==> config.mk <==
export PLATFORM = sky130hd
export DESIGN_NAME = fpsc_top
export DESIGN_NICKNAME = d
export VERILOG_FILES = /design/src/rtl/fpsc_pkg.sv /design/src/rtl/fpsc_key_if.sv /design/src/rtl/fpsc_top.sv /design/src/rtl/fpsc_key_seq.sv
export SDC_FILE = /design/constraint.sdc
export NUM_CORES = 1
export LEC_CHECK = 0
export ABC_AREA = 1
export BUFFER_PORTS_ARGS = -buffer_cell sky130_fd_sc_hd__buf_2
export CORE_MARGIN = 1
export CORE_UTILIZATION = 35
export DETAILED_ROUTE_END_ITERATION = 16
export GPL_TIMING_DRIVEN = 0
export PLACE_DENSITY = 0.68
export SKIP_CTS_REPAIR_TIMING = 1
export SYNTH_ARGS = -nofsm -noshare
export SYNTH_HDL_FRONTEND = slang
export SYNTH_SLANG_ARGS = --single-unit
==> constraint.sdc <==
create_clock -name aclk -period 1.6 [get_ports aclk]
set_clock_uncertainty 0.2 [all_clocks]
set_input_delay 0.32 -clock aclk [delete_from_list [all_inputs] [get_ports aclk]]
set_output_delay 0.32 -clock aclk [all_outputs]
set_load 0.03 [all_outputs]
==> src/rtl/fpsc_pkg.sv <==
// Constants and types for the flash protection and security controller.
// Assumes a 20 MHz system clock and a 32-bit AXI4-Lite register port.
package fpsc_pkg;

    // ------------------------------------------------------------
    // Register map
    // ------------------------------------------------------------
    localparam int          FPSC_ADDR_W       = 8;
    localparam logic [7:0]  FPSC_OFS_SEC      = 8'h00;
    localparam logic [7:0]  FPSC_OFS_STAT     = 8'h20;
    localparam int          FPSC_RDY_BIT      = 0;
    localparam int          FPSC_PROT_LSB     = 16;
    localparam int          FPSC_SEC_BIT      = 0;
    localparam logic        FPSC_SEC_RESET    = 1'b1;
    localparam logic [31:0] FPSC_KEY          = 32'ha74a9d23;
    localparam logic [3:0]  FPSC_FULL_STRB    = 4'hf;

    // ------------------------------------------------------------
    // Timing
    // ------------------------------------------------------------
    localparam int FPSC_KEY_WIN_CLK  = 16;
    localparam int FPSC_CLK_KHZ      = 20_000;
    localparam int FPSC_READ_DLY_US  = 2_000;
    localparam int FPSC_READ_DLY_CYC = FPSC_READ_DLY_US * FPSC_CLK_KHZ / 1000;

    // ------------------------------------------------------------
    // Protection layout
    // ------------------------------------------------------------
    localparam int FPSC_MAX_BLOCKS = 6;
    localparam int FPSC_GRP0_LAST  = 3;

    localparam logic [1:0] FPSC_RESP_OKAY   = 2'b00;
    localparam logic [1:0] FPSC_RESP_SLVERR = 2'b10;

    typedef enum logic [1:0]
    {
        FPSC_CMD_DATA_PROG  = 2'b00,
        FPSC_CMD_PROT_PROG  = 2'b01,
        FPSC_CMD_PROT_ERASE = 2'b10,
        FPSC_CMD_OTHER      = 2'b11
    } fpsc_cmd_t;

    typedef enum logic [1:0]
    {
        FPSC_MODE_SINGLE_CHIP = 2'b00,
        FPSC_MODE_SINGLE_BOOT = 2'b01,
        FPSC_MODE_WRITER      = 2'b10,
        FPSC_MODE_OTHER       = 2'b11
    } fpsc_mode_t;

    typedef enum logic [1:0]
    {
        FPSC_ST_IDLE   = 2'b00,
        FPSC_ST_BUSY   = 2'b01,
        FPSC_ST_FAILED = 2'b11,
        FPSC_ST_LOCKED = 2'b10
    } fpsc_state_t;

endpackage

==> src/rtl/fpsc_key_if.sv <==
// Carries a security register write and its keyed result.
// Assumes both ends run on the same system clock.
`timescale 1ns/1ps
interface fpsc_key_if;
    logic        wr_pulse;
    logic [31:0] wr_data;
    logic        wr_full;
    logic        upd_pulse;
    logic        upd_value;

    modport bus (output wr_pulse, output wr_data, output wr_full, input upd_pulse, input upd_value);
    modport seq (input wr_pulse, input wr_data, input wr_full, output upd_pulse, output upd_value);
endinterface

==> src/rtl/fpsc_top.sv <==
// Flash protection flags, ready/busy tracking and the security lock.
// Assumes a flash command decoder and flash macro on aclk, and a
// power-on reset that is synchronous and active low like aresetn.
//
// The placing of the registers and the AXI4-Lite register port are this design's own decisions.
`timescale 1ns/1ps

// Overview of operation
// - Status register bits 21-16 show one read-only protection flag per block.
// - Data programming into a protected block is refused.
// - Ready flag in bit 0 reads zero while an automatic operation runs.
// - Successful completion sets ready again and new commands are accepted.
// - Failed operation keeps ready at zero until a hardware reset.
// - After reset recovering a lockout, reading becomes available after about 2 ms.
// - With four blocks, flag bits 21:20 read zero.
// - Security register bit 0 is read/write enable, reset only by power-on.
// - Power-on reset forces the security enable to one.
// - Key 0xa74a9d23 then new value within 16 clocks changes the enable.
// - Both keyed writes must be full 32-bit transfers.
// - Protection writing and erasing allowed in chip, boot and writer modes.
// - Protection programming sets exactly one block per operation.
// - Protection erase clears blocks 0-3 or blocks 4-5 together.
// - Protection erase under full lock erases every protection flag.
// - Lock holds only when enable and all protection flags are one.
// - Lock blocks debug port communication and trace output.
// - Lock rejects every command write to the flash except protection erase.
module fpsc_top
    import fpsc_pkg::*;
#(
    parameter int          NUM_BLOCKS    = FPSC_MAX_BLOCKS,
    parameter int          READ_DLY_CYC  = FPSC_READ_DLY_CYC,
    parameter logic [5:0]  PROT_POR_INIT = 6'h00
)
(
    input  wire logic        aclk,
    input  wire logic        aresetn,
    input  wire logic        por_n,
    input  wire logic [7:0]  s_axi_awaddr,
    input  wire logic        s_axi_awvalid,
    output logic             s_axi_awready,
    input  wire logic [31:0] s_axi_wdata,
    input  wire logic [3:0]  s_axi_wstrb,
    input  wire logic        s_axi_wvalid,
    output logic             s_axi_wready,
    output logic [1:0]       s_axi_bresp,
    output logic             s_axi_bvalid,
    input  wire logic        s_axi_bready,
    input  wire logic [7:0]  s_axi_araddr,
    input  wire logic        s_axi_arvalid,
    output logic             s_axi_arready,
    output logic [31:0]      s_axi_rdata,
    output logic [1:0]       s_axi_rresp,
    output logic             s_axi_rvalid,
    input  wire logic        s_axi_rready,
    input  wire logic [1:0]  boot_mode,
    input  wire logic        cmd_valid,
    input  wire logic [1:0]  cmd_kind,
    input  wire logic [2:0]  cmd_block,
    output logic             cmd_accept,
    output logic             cmd_reject,
    input  wire logic        auto_done,
    input  wire logic        auto_fail,
    output logic             read_ready,
    output logic             debug_block,
    output logic             trace_block,
    output logic [5:0]       block_protect_flags
);

    // ------------------------------------------------------------
    // Elaboration checks
    // ------------------------------------------------------------
    if (NUM_BLOCKS != 4 && NUM_BLOCKS != FPSC_MAX_BLOCKS)
    begin : g_bad_blocks
        $error("NUM_BLOCKS must be 4 or 6");
    end
    if (READ_DLY_CYC < 1 || READ_DLY_CYC > 65535)
    begin : g_bad_dly
        $error("READ_DLY_CYC out of range");
    end

    // ------------------------------------------------------------
    // State
    // ------------------------------------------------------------
    localparam logic [5:0]  FLAG_MASK = 6'((1 << NUM_BLOCKS) - 1);
    localparam logic [5:0]  GRP0_MASK = 6'((1 << (FPSC_GRP0_LAST + 1)) - 1);
    localparam logic [15:0] DLY_LOAD  = 16'(READ_DLY_CYC);

    typedef struct packed
    {
        logic        sec;
        logic [5:0]  prot;
        logic        lockout;
        fpsc_state_t fsm;
        fpsc_cmd_t   op_kind;
        logic [2:0]  op_blk;
        logic        op_all;
        logic [15:0] rd_dly;
        logic        acc;
        logic        rej;
        logic [1:0]  mode_s1;
        logic [1:0]  mode_s2;
        logic        aw_got;
        logic [7:0]  awaddr;
        logic        w_got;
        logic [31:0] wdata;
        logic [3:0]  wstrb;
        logic        bvalid;
        logic [1:0]  bresp;
        logic        rvalid;
        logic [31:0] rdata;
        logic [1:0]  rresp;
    } fpsc_st_t;

    fpsc_st_t st_ff;
    fpsc_st_t nxt_st;

    fpsc_key_if kif ();

    fpsc_key_seq u_key_seq
    (
        .aclk    (aclk),
        .aresetn (aresetn),
        .kif     (kif.seq)
    );

    function automatic logic mapped(input logic [7:0] a);
        mapped = (a == FPSC_OFS_SEC) || (a == FPSC_OFS_STAT);
    endfunction

    // ------------------------------------------------------------
    // Derived status
    // ------------------------------------------------------------
    logic [5:0]  flags_vis;
    logic        all_prot;
    logic        locked;
    logic        ready;
    logic        mode_ok;
    logic        do_write;
    logic [31:0] stat_word;
    logic [31:0] sec_word;

    always_comb
    begin
        flags_vis = st_ff.prot & FLAG_MASK;
        all_prot  = (flags_vis == FLAG_MASK);
        locked    = st_ff.sec && all_prot;
        ready     = (st_ff.fsm == FPSC_ST_IDLE);
        mode_ok   = (fpsc_mode_t'(st_ff.mode_s2) != FPSC_MODE_OTHER);
        do_write  = st_ff.aw_got && st_ff.w_got && !st_ff.bvalid;
        stat_word = '0;
        stat_word[FPSC_RDY_BIT] = ready;
        stat_word[FPSC_PROT_LSB +: FPSC_MAX_BLOCKS] = flags_vis;
        sec_word  = '0;
        sec_word[FPSC_SEC_BIT] = st_ff.sec;
    end

    // ------------------------------------------------------------
    // Next state
    // ------------------------------------------------------------
    always_comb
    begin
        nxt_st         = st_ff;
        nxt_st.acc     = 1'b0;
        nxt_st.rej     = 1'b0;
        nxt_st.mode_s1 = boot_mode;
        nxt_st.mode_s2 = st_ff.mode_s1;
        if (st_ff.rd_dly != 16'h0000)
        begin
            nxt_st.rd_dly = st_ff.rd_dly - 16'h0001;
        end

        // Flash command gate
        case (st_ff.fsm)
            FPSC_ST_IDLE:
            begin
                if (cmd_valid)
                begin
                    if (locked && fpsc_cmd_t'(cmd_kind) != FPSC_CMD_PROT_ERASE)
                    begin
                        nxt_st.rej = 1'b1;
                    end
                    else if (fpsc_cmd_t'(cmd_kind) == FPSC_CMD_DATA_PROG && cmd_block < 3'(NUM_BLOCKS)
                             && flags_vis[cmd_block])
                    begin
                        nxt_st.rej = 1'b1;
                    end
                    else if ((fpsc_cmd_t'(cmd_kind) == FPSC_CMD_PROT_PROG
                              || fpsc_cmd_t'(cmd_kind) == FPSC_CMD_PROT_ERASE)
                             && (!mode_ok || cmd_block >= 3'(NUM_BLOCKS)))
                    begin
                        nxt_st.rej = 1'b1;
                    end
                    else
                    begin
                        nxt_st.acc     = 1'b1;
                        nxt_st.fsm     = FPSC_ST_BUSY;
                        nxt_st.op_kind = fpsc_cmd_t'(cmd_kind);
                        nxt_st.op_blk  = cmd_block;
                        nxt_st.op_all  = locked;
                    end
                end
            end
            FPSC_ST_BUSY:
            begin
                if (cmd_valid)
                begin
                    nxt_st.rej     = 1'b1;
                    nxt_st.fsm     = FPSC_ST_LOCKED;
                    nxt_st.lockout = 1'b1;
                end
                else if (auto_fail)
                begin
                    nxt_st.fsm = FPSC_ST_FAILED;
                end
                else if (auto_done)
                begin
                    nxt_st.fsm = FPSC_ST_IDLE;
                    if (st_ff.op_kind == FPSC_CMD_PROT_PROG)
                    begin
                        nxt_st.prot[st_ff.op_blk] = 1'b1;
                    end
                    else if (st_ff.op_kind == FPSC_CMD_PROT_ERASE && st_ff.op_all)
                    begin
                        nxt_st.prot = '0;
                    end
                    else if (st_ff.op_kind == FPSC_CMD_PROT_ERASE && st_ff.op_blk <= 3'(FPSC_GRP0_LAST))
                    begin
                        nxt_st.prot = st_ff.prot & ~GRP0_MASK;
                    end
                    else if (st_ff.op_kind == FPSC_CMD_PROT_ERASE)
                    begin
                        nxt_st.prot = st_ff.prot & GRP0_MASK;
                    end
                end
            end
            FPSC_ST_FAILED,
            FPSC_ST_LOCKED:
            begin
                nxt_st.rej = cmd_valid;
            end
            default:
            begin
                nxt_st.fsm = FPSC_ST_IDLE;
            end
        endcase

        // Security enable update from the key sequencer
        if (kif.upd_pulse)
        begin
            nxt_st.sec = kif.upd_value;
        end

        // Write channels, taken in either order
        if (s_axi_awvalid && s_axi_awready)
        begin
            nxt_st.aw_got = 1'b1;
            nxt_st.awaddr = s_axi_awaddr;
        end
        if (s_axi_wvalid && s_axi_wready)
        begin
            nxt_st.w_got = 1'b1;
            nxt_st.wdata = s_axi_wdata;
            nxt_st.wstrb = s_axi_wstrb;
        end
        if (do_write)
        begin
            nxt_st.aw_got = 1'b0;
            nxt_st.w_got  = 1'b0;
            nxt_st.bvalid = 1'b1;
            nxt_st.bresp  = mapped(st_ff.awaddr) ? FPSC_RESP_OKAY : FPSC_RESP_SLVERR;
        end
        if (st_ff.bvalid && s_axi_bready)
        begin
            nxt_st.bvalid = 1'b0;
        end

        // Read channel
        if (s_axi_arvalid && s_axi_arready)
        begin
            nxt_st.rvalid = 1'b1;
            nxt_st.rresp  = mapped(s_axi_araddr) ? FPSC_RESP_OKAY : FPSC_RESP_SLVERR;
            if (s_axi_araddr == FPSC_OFS_STAT)
            begin
                nxt_st.rdata = stat_word;
            end
            else if (s_axi_araddr == FPSC_OFS_SEC)
            begin
                nxt_st.rdata = sec_word;
            end
            else
            begin
                nxt_st.rdata = '0;
            end
        end
        else if (st_ff.rvalid && s_axi_rready)
        begin
            nxt_st.rvalid = 1'b0;
        end
    end

    // Key sequencer sees every completed security register write
    assign kif.wr_pulse = do_write && st_ff.awaddr == FPSC_OFS_SEC;
    assign kif.wr_data  = st_ff.wdata;
    assign kif.wr_full  = (st_ff.wstrb == FPSC_FULL_STRB);

    // ------------------------------------------------------------
    // Registers
    // ------------------------------------------------------------
    // Security and protection survive system reset by design; lockout clears and loads the read delay
    always_ff @(posedge aclk)
    begin
        if (!por_n)
        begin
            st_ff      <= '0;
            st_ff.sec  <= FPSC_SEC_RESET;
            st_ff.prot <= PROT_POR_INIT;
        end
        else if (!aresetn)
        begin
            st_ff         <= '0;
            st_ff.sec     <= st_ff.sec;
            st_ff.prot    <= st_ff.prot;
            st_ff.lockout <= 1'b0;
            st_ff.rd_dly  <= st_ff.lockout ? DLY_LOAD : st_ff.rd_dly;
            st_ff.mode_s1 <= st_ff.mode_s1;
            st_ff.mode_s2 <= st_ff.mode_s2;
        end
        else
        begin
            st_ff <= nxt_st;
        end
    end

    // ------------------------------------------------------------
    // Outputs
    // ------------------------------------------------------------
    assign s_axi_awready       = !st_ff.aw_got && !st_ff.bvalid;
    assign s_axi_wready        = !st_ff.w_got && !st_ff.bvalid;
    assign s_axi_bvalid        = st_ff.bvalid;
    assign s_axi_bresp         = st_ff.bresp;
    assign s_axi_arready       = !st_ff.rvalid;
    assign s_axi_rvalid        = st_ff.rvalid;
    assign s_axi_rdata         = st_ff.rdata;
    assign s_axi_rresp         = st_ff.rresp;
    assign cmd_accept          = st_ff.acc;
    assign cmd_reject          = st_ff.rej;
    assign read_ready          = (st_ff.rd_dly == 16'h0000);
    assign debug_block         = locked;
    assign trace_block         = locked;
    assign block_protect_flags = flags_vis;

endmodule

==> src/rtl/fpsc_key_seq.sv <==
// Key-and-window sequencer for the security enable rewrite.
// Assumes one write pulse per completed security register write, on aclk.
`timescale 1ns/1ps
module fpsc_key_seq
    import fpsc_pkg::*;
(
    input  wire logic aclk,
    input  wire logic aresetn,
    fpsc_key_if.seq   kif
);

    // ------------------------------------------------------------
    // State
    // ------------------------------------------------------------
    typedef struct packed
    {
        logic       armed;
        logic [4:0] age;
        logic       upd;
        logic       val;
    } fpsc_key_st_t;

    localparam logic [4:0] WIN_LAST = 5'(FPSC_KEY_WIN_CLK);

    fpsc_key_st_t st_ff;
    fpsc_key_st_t nxt_st;

    always_comb
    begin
        nxt_st     = st_ff;
        nxt_st.upd = 1'b0;
        if (st_ff.armed && st_ff.age >= WIN_LAST)
        begin
            nxt_st.armed = 1'b0;
        end
        else if (st_ff.armed)
        begin
            nxt_st.age = st_ff.age + 5'h01;
        end
        if (kif.wr_pulse)
        begin
            if (kif.wr_full && kif.wr_data == FPSC_KEY)
            begin
                nxt_st.armed = 1'b1;
                nxt_st.age   = 5'h01;
            end
            else if (st_ff.armed && st_ff.age <= WIN_LAST && kif.wr_full)
            begin
                nxt_st.armed = 1'b0;
                nxt_st.upd   = 1'b1;
                nxt_st.val   = kif.wr_data[FPSC_SEC_BIT];
            end
            else
            begin
                nxt_st.armed = 1'b0;
            end
        end
    end

    always_ff @(posedge aclk)
    begin
        if (!aresetn)
        begin
            st_ff <= '0;
        end
        else
        begin
            st_ff <= nxt_st;
        end
    end

    assign kif.upd_pulse = st_ff.upd;
    assign kif.upd_value = st_ff.val;

endmodule

==> results.sh <==
export IMPL_crit_arrival_ps=1480
export IMPL_timing_slew_headroom_pct=63.27
export IMPL_post_route_util_pct=46.44
export IMPL_clock_path_buffers=2
export IMPL_setup_violations_final=23
export IMPL_area_delta_synth_final_pct=29.87
export IMPL_hpwl_um=8551
export IMPL_maxCapViolCount=0
export IMPL_die_area_um2=14660
export IMPL_drt_pass1_iterations=4
export IMPL_start_util_pct=35.76
export IMPL_ys_seq_elements=103
export IMPL_drv_slew=0
export IMPL_layout_nets=906
export IMPL_ff2ff_path_depth=10
export IMPL_diodes=0
export IMPL_dp_slack_ps=-445.8
export IMPL_yosysUniqueCellTypes=40
export IMPL_synthCells=688
export IMPL_leakage_nw=2.950
export IMPL_post_drt_wl_per_cell_um=11.56
export IMPL_start_kind="flip-flop"
export IMPL_clock_latency_ps=350
export IMPL_wl_um=11720
export IMPL_drtIter0Drc=198
export IMPL_ys_warnings_count=0
export IMPL_grt_start_max_net_pins=19
export IMPL_grt_remaining_overflow=0
export IMPL_cp_max_fo=3
export IMPL_grt_pass1_vias=4012
export IMPL_drc=0
export IMPL_timing_fmax_mhz=501.1
export IMPL_drive_gt1_share_pct=31.06
export IMPL_grt_pass1_wl_um=19050
export IMPL_cp_slowest_cell="dfxtp_2"
export IMPL_syn_cell_area_um2=4964
export IMPL_track_usage_pct=16.55
export IMPL_pin_count=122
export IMPL_vias=4589
export IMPL_power_density_nw_per_um2=1199
export IMPL_endpoint_kind="output pin"
export IMPL_synth_flop_cell="dfxtp_1"
export IMPL_worst_pin_slew_ps=550.9
export IMPL_cts_buffers=9
export IMPL_hold_depth=3
export IMPL_fp_dieH_um=121.1
export IMPL_ir_drop_uv=627.5
export IMPL_cts_sinks=103
export IMPL_hold_slack_ps=-3.679
export IMPL_hold_violations=1
export IMPL_num_rows=43
export IMPL_rsz0062_at_grt="true"
export IMPL_cts_max_level=3
export IMPL_synth_edff_count=0
export IMPL_fin_crit_ps=1995
export IMPL_cts_clk_slew_worst_paths_ps=70
export IMPL_critPathRequiredTime_ps=1080
export IMPL_timing_final_ws_setup_ps=-395.4
export IMPL_path_class="reg -> out"
export IMPL_worstPathCellList="inv_2 > ha_4 > nand3_4 > nor3_2 > and2_4 > buf_6"
export IMPL_placeableCoreArea_um2=13880
export IMPL_hold_path_class="in -> reg"
export IMPL_routed_via_density=4.526
export IMPL_routabilityCongestion=0.8584
export IMPL_synth_seq_area_share_pct=41.54
export IMPL_ant_nets=0
export IMPL_period_share_pct=124.7
export IMPL_slowest_delay_ps=330
export IMPL_status="finished, violations left"
export IMPL_ctsRootBufferMaster="clkbuf_16"
export IMPL_die_w_um=121.1
export IMPL_async_reset_ff_share_pct=0
export IMPL_cts_tree="yes"
export IMPL_fin_total_pwr_mw=7.726
export IMPL_synth_avg_cell_area_um2=7.214
export IMPL_antenna_found_initial=0
export IMPL_violations="negative hold slack, negative setup slack"
export IMPL_place_port_buffers=93
-- critical path, delay by kind of cell (launching register included) --
family                   cells  cell delay (ps)
adder cells (fa/ha/maj)      1              150
buffers and inverters        2              200
flip-flops                   1              330
AND/OR/NAND/NOR              3              450
-- per-stage QoR --
stage	setup TNS [ps]	area, µm²	instances
final	-1666	6446	1014
after global routing	-4833	6446	1014
after CTS	-4580	6097	1003
after detailed placement	-12820	5769	987
after global placement	-11510	5769	987
after floorplan	0	5079	714
-- Yosys cell counts, types with 3 or more instances --
cell type	count	area (µm²)
a21oi_1	43	215.2
a31oi_1	3	18.77
buf_2	8	40.04
buf_4	43	322.8
clkbuf_1	8	30.03
dfxtp_1	103	2062
ha_1	7	87.58
inv_1	74	277.8
inv_2	6	22.52
nand2_1	77	289.0
nand3_1	34	170.2
nand4_1	15	93.84
nor2_1	141	529.3
nor2_2	6	37.54
nor3_1	5	25.02
nor4_1	5	31.28
o21ai_0	57	285.3
o21ai_1	12	60.06
xor2_1	8	70.07
-- final timing paths --
path	slack, ps	from	end
setup / recovery	-400	st_ff[90]$_SDFFE_PN0P_	read_ready
hold / removal	-4	boot_mode[0]	nxt_st[84]$_SDFFE_PN0P_
setup reg to reg	-90	st_ff[90]$_SDFFE_PN0P_	st_ff[102]$_SDFFE_PN0P_
hold reg to reg	240	st_ff[90]$_SDFFE_PN0P_	st_ff[90]$_SDFFE_PN0P_
-- registers in the layout (all words and copies together) (netlist names), 2 cells and up --
register,cells
u_key_seq.st_ff,6
kif.wr_data,32
block_protect_flags,6
st_ff,41
s_axi_rdata,7
nxt_st,2
-- placed cells by master (no fill, tap or decap), types with 4 or more instances in the layout --
cell type / count
o21ai_0: 55
inv_2: 16
nand4_1: 15
nand2_2: 10
buf_4: 48
o21ai_1: 11
clkbuf_16: 9
xor2_1: 8
nand3_1: 32
inv_1: 63
ha_1: 5
nor2_2: 8
conb_1: 27
nor2_1: 130
nand2_1: 68
dfxtp_1: 91
buf_6: 11
buf_2: 96
nor2_4: 9
dfxtp_2: 9
a21oi_1: 42
nor3_1: 4
-- cell type report --
cell class              instances  area (µm²)
fillers                      1418        7435
multi-input cells             469        2465
flip-flops and latches        103        2085
repair buffers                104       601.8
plain buffers                  62       439.2
inverters                      80       302.8
clock buffers                   9       225.2
well taps                     180       225.2
clock inverters                 7       102.6
-- metal layers --
layer | part of all wire (%) | up-vias | GRT usage [%]
li1 | - | 2439 | -
met1 | 48 | 2049 | 22.43
met2 | 47 | 90 | 26.50
met3 | 4.0 | 11 | 3.806
met4 | 1.3 | 0 | 3.935
met5 | 0 | - | 0
-- power breakdown --
part / switching [mW] / leakage, nW / internal (mW) / total, mW
Combinational: 1.37 / 1.95 / 0.935 / 2.31
Sequential: 0.212 / 0.846 / 2.80 / 3.01
Clock: 1.02 / 0.157 / 1.39 / 2.41
Total: 2.61 / 2.95 / 5.12 / 7.73
-- cells by family after synthesis --
group,synth area share [%]
simple gates,27.38
buf+inv,14.49
compound gates,13.33
flops,41.54
xor+xnor,1.412
fa+ha+maj,1.764
other cells,0.07555
Power figures use the tool's default switching activity.
